==> config.mk <==
export PLATFORM = sky130hd
export DESIGN_NAME = fapc_top
export DESIGN_NICKNAME = d
export VERILOG_FILES = /design/src/common/fapc_pkg.sv /design/src/rtl/fapc_top.sv
export SDC_FILE = /design/constraint.sdc
export NUM_CORES = 1
export LEC_CHECK = 0
export ABC_AREA = 1
export BUFFER_PORTS_ARGS = -buffer_cell sky130_fd_sc_hd__buf_2
export CAP_MARGIN = 20
export CORE_MARGIN = 2
export CORE_UTILIZATION = 49
export DETAILED_ROUTE_END_ITERATION = 8
export PLACE_DENSITY = 0.8
export SLEW_MARGIN = 5
export SYNTH_ARGS = -nofsm -noshare
export SYNTH_HDL_FRONTEND = slang
export SYNTH_SLANG_ARGS = --single-unit
export TNS_END_PERCENT = 1
==> constraint.sdc <==
create_clock -name sys_clk -period 3.6 [get_ports sys_clk]
set_clock_uncertainty 0.15 [all_clocks]
set_input_delay 0.36 -clock sys_clk [delete_from_list [all_inputs] [get_ports sys_clk]]
set_output_delay 0.36 -clock sys_clk [all_outputs]
set_load 0.02 [all_outputs]
==> src/common/fapc_pkg.sv <==
// Constants and types for the flash address and program control block.
// Assumes a 100 MHz system clock and an external flash-clock tick source.
package fapc_pkg;

    localparam int unsigned CLK_HZ           = 100_000_000;
    localparam int unsigned CYC_PER_MS       = CLK_HZ / 1000;

    // Register indices; byte address is four times the index
    localparam logic [9:0]  IDX_PAGE         = 10'h0fc;
    localparam logic [9:0]  IDX_ROW          = 10'h0fd;
    localparam logic [9:0]  IDX_COL          = 10'h0fe;
    localparam logic [9:0]  IDX_PGCTL        = 10'h0ff;
    localparam logic [9:0]  IDX_STATUS       = 10'h0f8;

    // Field positions
    localparam int unsigned INFO_BIT         = 7;
    localparam int unsigned MASS_BIT         = 0;
    localparam int unsigned PAGE_BIT         = 1;
    localparam int unsigned ROW_BIT          = 2;
    localparam int unsigned ST_TMO_BIT       = 0;
    localparam int unsigned ST_REFUSE_BIT    = 1;
    localparam int unsigned ST_DONE_BIT      = 2;
    localparam int unsigned ST_BUSY_BIT      = 3;

    // Reset values
    localparam logic [7:0]  PAGE_RST         = 8'h00;
    localparam logic [2:0]  ROW_RST          = 3'h0;
    localparam logic [6:0]  COL_RST          = 7'h00;

    // Timing
    localparam int unsigned MASS_ERASE_MS    = 200;
    localparam int unsigned PAGE_ERASE_MS    = 10;
    localparam int unsigned MASS_ERASE_CYC   = MASS_ERASE_MS * CYC_PER_MS;
    localparam int unsigned PAGE_ERASE_CYC   = PAGE_ERASE_MS * CYC_PER_MS;
    localparam logic [11:0] ROW_TMO_TICKS    = 12'd2432;
    localparam logic [6:0]  COL_LAST         = 7'h7f;

    typedef enum logic [1:0] {
        OP_IDLE,
        OP_MASS,
        OP_PAGE,
        OP_ROW
    } fapc_op_e;

    typedef struct packed {
        logic       info;
        logic [6:0] page;
        logic [2:0] row;
        logic [6:0] col;
    } fapc_addr_s;

endpackage

==> src/rtl/fapc_top.sv <==
// Flash page/row/column select registers and erase/row-program sequencer.
// Assumes APB from the CPU side, a one-cycle flash-clock tick from the divider,
// and a CPU that holds flash accesses while the matching wait output is high.
//
// Behaviour
// - Page select top bit steers accesses and erases to info page or main array
// - Low seven page bits pick main page; ignored while info page selected
// - With info page selected, page and full erase touch info page only
// - Three-bit row field picks row; upper five bits read-only zero
// - Info page selected limits row to zero or one
// - Seven-bit column field picks byte; bit seven read-only zero
// - Row programming starts at column and increments after each byte
// - Full erase runs about 200 ms, then its bit clears itself
// - Page erase runs about 10 ms, then its bit clears itself
// - Erase bit returns to zero on completion
// - Any erase stalls CPU flash reads and writes
// - Non-flash CPU accesses never stall during erase
// - Row programming stalls CPU flash reads until done or timeout
// - Row bit clears when column reaches 128 or on timeout
// - Row program aborts after 2432 flash clocks, setting timeout flag
// - Full erase refused while any block protect bit set
// - Successful erase or row program raises a completion event
module fapc_top #(
    parameter int unsigned MASS_ERASE_CYCLES = fapc_pkg::MASS_ERASE_CYC,
    parameter int unsigned PAGE_ERASE_CYCLES = fapc_pkg::PAGE_ERASE_CYC
) (
    // Clock and reset
    input  wire logic               sys_clk,
    input  wire logic               rst_n,
    // APB slave
    input  wire logic               psel,
    input  wire logic               penable,
    input  wire logic               pwrite,
    input  wire logic [11:0]        paddr,
    input  wire logic [31:0]        pwdata,
    output logic                    pready,
    output logic [31:0]             prdata,
    output logic                    pslverr,
    // Neighbouring blocks
    input  wire logic               fclk_tick,
    input  wire logic [7:0]         block_protect,
    // CPU flash accesses
    input  wire logic               cpu_flash_wr,
    input  wire logic [7:0]         cpu_wdata,
    output logic                    cpu_rd_wait,
    output logic                    cpu_wr_wait,
    // Flash array side
    output fapc_pkg::fapc_addr_s    arr_addr,
    output logic                    arr_wr,
    output logic [7:0]              arr_wdata,
    output logic                    arr_mass_erase,
    output logic                    arr_page_erase,
    output logic                    done_pulse
);

    fapc_pkg::fapc_op_e op;
    fapc_pkg::fapc_op_e next_op;
    logic [7:0]         page_select;
    logic [2:0]         row_select;
    logic [6:0]         column_select;
    logic [6:0]         col_cnt;
    logic [31:0]        erase_cnt;
    logic [11:0]        tmo_cnt;
    logic               row_program_timeout_flag;
    logic               refuse_flag;
    logic               done_flag;
    logic               done_evt;
    logic               tmo_evt;
    logic               refuse_evt;
    logic               apb_acc;
    logic               apb_wr;
    logic               pc_wr;
    logic               row_wr;
    logic               info_page_select;
    logic [2:0]         program_control_reg;

    function automatic logic hit(input logic [11:0] a, input logic [9:0] idx);
        hit = (a == {idx, 2'b00});
    endfunction

    function automatic logic mapped(input logic [11:0] a);
        mapped = hit(a, fapc_pkg::IDX_PAGE) | hit(a, fapc_pkg::IDX_ROW)
               | hit(a, fapc_pkg::IDX_COL) | hit(a, fapc_pkg::IDX_PGCTL)
               | hit(a, fapc_pkg::IDX_STATUS);
    endfunction

    assign apb_acc          = psel & penable & pready;
    assign apb_wr           = apb_acc & pwrite & mapped(paddr);
    assign pc_wr            = apb_wr & hit(paddr, fapc_pkg::IDX_PGCTL);
    assign row_wr           = (op == fapc_pkg::OP_ROW) & cpu_flash_wr;
    assign info_page_select = page_select[fapc_pkg::INFO_BIT];
    // Control bits reflect the running operation, so they self-clear
    assign program_control_reg = {op == fapc_pkg::OP_ROW, op == fapc_pkg::OP_PAGE,
                                  op == fapc_pkg::OP_MASS};

    // One wait state per access keeps pready and prdata registered
    always_ff @(posedge sys_clk or negedge rst_n) begin
        if (!rst_n) begin
            pready  <= 1'b0;
            prdata  <= 32'h0000_0000;
            pslverr <= 1'b0;
        end else begin
            pready  <= psel & penable & ~pready;
            pslverr <= psel & penable & ~pready & ~mapped(paddr);
            prdata  <= 32'h0000_0000;
            if (psel & penable & ~pready & ~pwrite) begin
                if (hit(paddr, fapc_pkg::IDX_ROW)) begin
                    prdata <= {29'h0000_0000, row_select};
                end
                if (hit(paddr, fapc_pkg::IDX_COL)) begin
                    prdata <= {25'h0000_0000, column_select};
                end
                if (hit(paddr, fapc_pkg::IDX_PAGE)) begin
                    prdata <= {24'h0000_00, page_select};
                end
                if (hit(paddr, fapc_pkg::IDX_PGCTL)) begin
                    prdata <= {29'h0000_0000, program_control_reg};
                end
                if (hit(paddr, fapc_pkg::IDX_STATUS)) begin
                    prdata <= {28'h0000_000, op != fapc_pkg::OP_IDLE, done_flag,
                               refuse_flag, row_program_timeout_flag};
                end
            end
        end
    end

    // Select registers
    always_ff @(posedge sys_clk or negedge rst_n) begin
        if (!rst_n) begin
            page_select   <= fapc_pkg::PAGE_RST;
            row_select    <= fapc_pkg::ROW_RST;
            column_select <= fapc_pkg::COL_RST;
        end else if (apb_wr) begin
            if (hit(paddr, fapc_pkg::IDX_PAGE)) begin
                page_select <= pwdata[7:0];
            end
            if (hit(paddr, fapc_pkg::IDX_ROW)) begin
                row_select <= pwdata[2:0];
            end
            if (hit(paddr, fapc_pkg::IDX_COL)) begin
                column_select <= pwdata[6:0];
            end
        end
    end

    // Operation sequencer
    always_comb begin
        next_op    = op;
        done_evt   = 1'b0;
        tmo_evt    = 1'b0;
        refuse_evt = 1'b0;
        case (op)
            fapc_pkg::OP_IDLE: begin
                if (pc_wr) begin
                    if (pwdata[fapc_pkg::MASS_BIT]) begin
                        if (|block_protect) begin
                            refuse_evt = 1'b1;
                        end else begin
                            next_op = fapc_pkg::OP_MASS;
                        end
                    end else if (pwdata[fapc_pkg::PAGE_BIT]) begin
                        next_op = fapc_pkg::OP_PAGE;
                    end else if (pwdata[fapc_pkg::ROW_BIT]) begin
                        next_op = fapc_pkg::OP_ROW;
                    end
                end
            end
            fapc_pkg::OP_MASS: begin
                if (erase_cnt == 32'(MASS_ERASE_CYCLES - 1)) begin
                    next_op  = fapc_pkg::OP_IDLE;
                    done_evt = 1'b1;
                end
            end
            fapc_pkg::OP_PAGE: begin
                if (erase_cnt == 32'(PAGE_ERASE_CYCLES - 1)) begin
                    next_op  = fapc_pkg::OP_IDLE;
                    done_evt = 1'b1;
                end
            end
            fapc_pkg::OP_ROW: begin
                if (row_wr && col_cnt == fapc_pkg::COL_LAST) begin
                    next_op  = fapc_pkg::OP_IDLE;
                    done_evt = 1'b1;
                end else if (fclk_tick && tmo_cnt == fapc_pkg::ROW_TMO_TICKS - 12'd1) begin
                    next_op = fapc_pkg::OP_IDLE;
                    tmo_evt = 1'b1;
                end
            end
            default: begin
                next_op = fapc_pkg::OP_IDLE;
            end
        endcase
    end

    always_ff @(posedge sys_clk or negedge rst_n) begin
        if (!rst_n) begin
            op <= fapc_pkg::OP_IDLE;
        end else begin
            op <= next_op;
        end
    end

    always_ff @(posedge sys_clk or negedge rst_n) begin
        if (!rst_n) begin
            erase_cnt <= 32'h0000_0000;
        end else if (next_op != op) begin
            erase_cnt <= 32'h0000_0000;
        end else begin
            erase_cnt <= erase_cnt + 32'h0000_0001;
        end
    end

    // Timeout counts flash-controller clocks, not system clocks
    always_ff @(posedge sys_clk or negedge rst_n) begin
        if (!rst_n) begin
            tmo_cnt <= 12'h000;
        end else if (op != fapc_pkg::OP_ROW) begin
            tmo_cnt <= 12'h000;
        end else if (fclk_tick) begin
            tmo_cnt <= tmo_cnt + 12'h001;
        end
    end

    always_ff @(posedge sys_clk or negedge rst_n) begin
        if (!rst_n) begin
            col_cnt <= fapc_pkg::COL_RST;
        end else if (op == fapc_pkg::OP_IDLE) begin
            col_cnt <= column_select;
        end else if (row_wr) begin
            col_cnt <= col_cnt + 7'h01;
        end
    end

    // Sticky status; a new event wins over a write-one clear
    always_ff @(posedge sys_clk or negedge rst_n) begin
        if (!rst_n) begin
            row_program_timeout_flag <= 1'b0;
            refuse_flag              <= 1'b0;
            done_flag                <= 1'b0;
        end else begin
            if (tmo_evt) begin
                row_program_timeout_flag <= 1'b1;
            end else if (apb_wr && hit(paddr, fapc_pkg::IDX_STATUS)
                         && pwdata[fapc_pkg::ST_TMO_BIT]) begin
                row_program_timeout_flag <= 1'b0;
            end
            if (refuse_evt) begin
                refuse_flag <= 1'b1;
            end else if (apb_wr && hit(paddr, fapc_pkg::IDX_STATUS)
                         && pwdata[fapc_pkg::ST_REFUSE_BIT]) begin
                refuse_flag <= 1'b0;
            end
            if (done_evt) begin
                done_flag <= 1'b1;
            end else if (apb_wr && hit(paddr, fapc_pkg::IDX_STATUS)
                         && pwdata[fapc_pkg::ST_DONE_BIT]) begin
                done_flag <= 1'b0;
            end
        end
    end

    always_ff @(posedge sys_clk or negedge rst_n) begin
        if (!rst_n) begin
            done_pulse <= 1'b0;
        end else begin
            done_pulse <= done_evt;
        end
    end

    // Waits apply only to flash accesses; other regions never see them
    always_ff @(posedge sys_clk or negedge rst_n) begin
        if (!rst_n) begin
            cpu_rd_wait    <= 1'b0;
            cpu_wr_wait    <= 1'b0;
            arr_mass_erase <= 1'b0;
            arr_page_erase <= 1'b0;
        end else begin
            cpu_wr_wait    <= next_op == fapc_pkg::OP_MASS || next_op == fapc_pkg::OP_PAGE;
            cpu_rd_wait    <= next_op != fapc_pkg::OP_IDLE;
            arr_mass_erase <= next_op == fapc_pkg::OP_MASS;
            arr_page_erase <= next_op == fapc_pkg::OP_PAGE;
        end
    end

    // Address is frozen while an erase runs, so late register writes are harmless
    always_ff @(posedge sys_clk or negedge rst_n) begin
        if (!rst_n) begin
            arr_addr  <= '0;
            arr_wr    <= 1'b0;
            arr_wdata <= 8'h00;
        end else begin
            arr_wr <= 1'b0;
            if (op == fapc_pkg::OP_IDLE) begin
                arr_addr.info <= info_page_select;
                arr_addr.page <= info_page_select ? 7'h00 : page_select[6:0];
                arr_addr.row  <= info_page_select ? {2'b00, row_select[0]} : row_select;
                arr_addr.col  <= column_select;
                if (cpu_flash_wr && next_op == fapc_pkg::OP_IDLE) begin
                    arr_wr    <= 1'b1;
                    arr_wdata <= cpu_wdata;
                end
            end else if (row_wr) begin
                arr_addr.col <= col_cnt;
                arr_wr       <= 1'b1;
                arr_wdata    <= cpu_wdata;
            end
        end
    end
endmodule

==> flow_metrics.env <==
export IMPL_die_x_um=117
export IMPL_relSlewSlack_pct=36.5
export IMPL_cpMaxStageDelayCell="dfrtp_1"
export IMPL_design_core_area_um2=12600
export IMPL_tightestPinTransition_ns=0.944
export IMPL_cp_start_kind="register"
export IMPL_tns_ns=0
export IMPL_finalMaxSlewViolations=0
export IMPL_areaGrowthSynthToFinish_pct=18.4
export IMPL_internal_power_mw=2.96
export IMPL_power_frac_comb_pct=22.2
export IMPL_p_leak_nw=3.54
export IMPL_synthSimpleGateAreaFrac_pct=29.7
export IMPL_yosysWarnings=0
export IMPL_clk_insertion_delay_late_ns=0.41
export IMPL_dr_total_vias=5514
export IMPL_min_period_ns=3.08
export IMPL_routed_via_density=5.12
export IMPL_cp_depth=14
export IMPL_synthArstFlopShare_pct=100
export IMPL_swShare_pct=32.3
export IMPL_clk_path_buf_depth=2
export IMPL_antenna_left=0
export IMPL_clk_pin_slew_worst_paths_ns=0.06
export IMPL_drive_gt1_share_pct=19.4
export IMPL_drv_cap=0
export IMPL_synth_mux_area_share_pct=1.43
export IMPL_cp_max_fo=9
export IMPL_h_tree_depth=4
export IMPL_endpoint="arr_wdata[1]$_DFFE_PN0P_"
export IMPL_dieHeight_um=117
export IMPL_wire_per_inst_um=13.6
export IMPL_drc=0
export IMPL_seqPwrFrac_pct=36.4
export IMPL_status="completed"
export IMPL_synth_xor_xnor_area_share_pct=4.18
export IMPL_powerDensity_nw_per_um2=587
export IMPL_die_area_um2=13800
export IMPL_fin_nets=964
export IMPL_timing_fmax_mhz=325
export IMPL_power_share_clock_pct=41.4
export IMPL_cp_cell_sequence="ha_1 > nand3_1 > nor2_1 > nand2_1 > nand3_1 > nand2_1 > inv_1 > nand2_1 > nor3b_1 > inv_1 > ha_1 > nand3_1 > nand2_1 > mux2_2"
export IMPL_initial_utilization_pct=50.1
export IMPL_ctsHoldBuffers=1
export IMPL_first_pass_iters=5
export IMPL_place_gp_congestion=0.971
export IMPL_postCtsSetupRepairBufs=0
export IMPL_worst_setup_path_type="reg -> reg"
export IMPL_synth_cell_types=39
export IMPL_dp_cells=1043
export IMPL_timing_rr_start="col_cnt[0]$_DFFE_PN0P_"
export IMPL_dp_hpwl_um=10400
export IMPL_finalNonFillerCells=1076
export IMPL_grt_antenna_before_repair=0
export IMPL_grt_pass1_wl_um=24600
export IMPL_totalWireLength_um=14600
export IMPL_path_buf_inv=2
export IMPL_yosys_register_bits=116
export IMPL_synth_compound_gate_area_share_pct=6.56
export IMPL_reg2reg_to="arr_wdata[1]$_DFFE_PN0P_"
export IMPL_port_buffers=84
export IMPL_synth_edf_count=0
export IMPL_cts_resized=0
export IMPL_setup_viol=0
export IMPL_cp_common_cell="nand2_1"
export IMPL_gr_total_overflow=0
export IMPL_root_buffer="clkbuf_16"
export IMPL_tritoncts="built"
export IMPL_num_rows=41
export IMPL_ys_seq_area_share_pct=46.1
export IMPL_finalCritPeriodShare_pct=85.4
export IMPL_hold_viol=0
export IMPL_mostFrequentLayoutCell="nand2_1"
export IMPL_power_switching_mw=1.41
export IMPL_reg2regPathDepth=14
export IMPL_cts_buffers=17
export IMPL_synth_flop_cell="dfrtp_1"
export IMPL_syn_area_um2=6290
export IMPL_required_ns=3.74
export IMPL_n_antenna_cell=0
export IMPL_slowest_delay_ns=0.42
export IMPL_synth_top_family_by_area="simple AND/OR/NAND/NOR gates"
export IMPL_grt_max_degree=117
export IMPL_clock_sinks=116
export IMPL_drt_iter0_markers=585
export IMPL_synthCells=794
export IMPL_rsz0062_at_grt="no"
export IMPL_peakVddDrop_uv=390
export IMPL_reg2reg_slack_ns=0.52
export IMPL_synth_fa_ha_area_share_pct=1.19
export IMPL_critical_path_endpoint_type="register"
export IMPL_cp_startpoint="col_cnt[0]$_DFFE_PN0P_"
export IMPL_path_delay_family="simple AND/OR/NAND/NOR gates"
export IMPL_hold_path_class="in -> reg"
export IMPL_track_usage_pct=22.0
export IMPL_crit_arrival_ns=3.22
export IMPL_ios=133
export IMPL_grt_pass1_vias=5215
export IMPL_avgSynthCellArea_um2=7.92
export IMPL_final_cell_mix="nand2_1, dfrtp_1, inv_1, nor2_1, buf_2"
-- cell families after synthesis --
logic type | after synthesis
xor gates and xnor gates | 30
other | 1
AOI/OAI and AO/OA | 76
buffers and inverters | 145
adders and majority gates | 6
DFF | 116
and+or+nand+nor | 412
muxes | 8
-- area by class of cell --
type | count | area [um^2]
Clock inverter | 14 | 201
Clock buffer | 18 | 439
Timing Repair Buffer | 89 | 475
Sequential cell | 116 | 2900
Inverter | 111 | 417
Multi-Input combinational cell | 556 | 2800
Tap cell | 172 | 215
Fill cell | 1136 | 5120
-- synth_stat cells, drive strengths merged, types with 3 or more instances --
cell type | count | share of area, %
a21oi | 19 | 1.5
a31oi | 3 | 0.30
buf | 30 | 3.9
clkbuf | 4 | 0.24
dfrtp | 116 | 46
ha | 6 | 1.2
inv | 110 | 6.6
mux2 | 8 | 1.4
nand2 | 186 | 11
nand3 | 38 | 3.3
nand3b | 4 | 0.48
nand4 | 18 | 1.8
nor2 | 125 | 9.1
nor3 | 31 | 2.6
nor3b | 3 | 0.36
nor4 | 5 | 0.50
o211ai | 5 | 0.60
o21ai | 42 | 3.3
o22ai | 3 | 0.30
xor2 | 28 | 3.9
-- stage by stage --
stage | hold slack (ns) | total power [mW] | area [um^2] | utilization, % | worst slack [ns]
after floorplan | -0.0856 | 2.36 | 6380 | - | 1.04
after detailed placement | 0.310 | 2.59 | 6800 | 54.1 | 0.533
after global placement | 0.294 | 2.57 | 6800 | 54.1 | 0.629
after CTS | 0.0144 | 4.41 | 7450 | 59.3 | 0.517
after global routing | 0.0186 | 4.59 | 7450 | 59.3 | 0.198
final | 0.0249 | 4.38 | 7450 | 59.3 | 0.524
-- power by group through the flow --
stage	clock, mW	combinational (mW)	sequential, mW
floorplan	0	0.650	1.71
global placement	0	0.963	1.60
detailed placement	0	0.982	1.61
CTS	1.83	0.986	1.59
global route	1.90	1.08	1.61
finish	1.81	0.973	1.59
-- flip-flops by register name, indices dropped and copies added, names as in the netlist, 2 cells and up --
register       count
arr_addr          18
prdata             8
erase_cnt         32
col_cnt            7
arr_wdata          8
row_select         3
column_select      7
page_select        8
tmo_cnt           12
op                 2
-- routing by layer --
metal	vias up	track usage (%)	part of all wire [%]
met3	41	5.45	6.2
met1	2592	28.0	42
met4	0	7.98	2.7
li1	2678	-	-
met2	203	36.6	49
met5	-	0	0
-- how the worst min path moves through the flow --
stage,from,end,slack (ns),cells past startpoint
2_1_floorplan,rst_n,arr_addr[0]$_DFFE_PN0P_,-0.09,0
5_1_grt,cpu_wdata[2],arr_wdata[2]$_DFFE_PN0P_,0.02,2
3_3_place_gp,pready$_DFF_PN0_,pready$_DFF_PN0_,0.29,1
6_report,cpu_wdata[2],arr_wdata[2]$_DFFE_PN0P_,0.02,2
4_1_cts,pwdata[6],column_select[6]$_DFFE_PN0P_,0.01,3
3_5_place_dp,refuse_flag$_DFFE_PN0P_,refuse_flag$_DFFE_PN0P_,0.31,2
No activity file was read; power rests on OpenSTA's default activity.
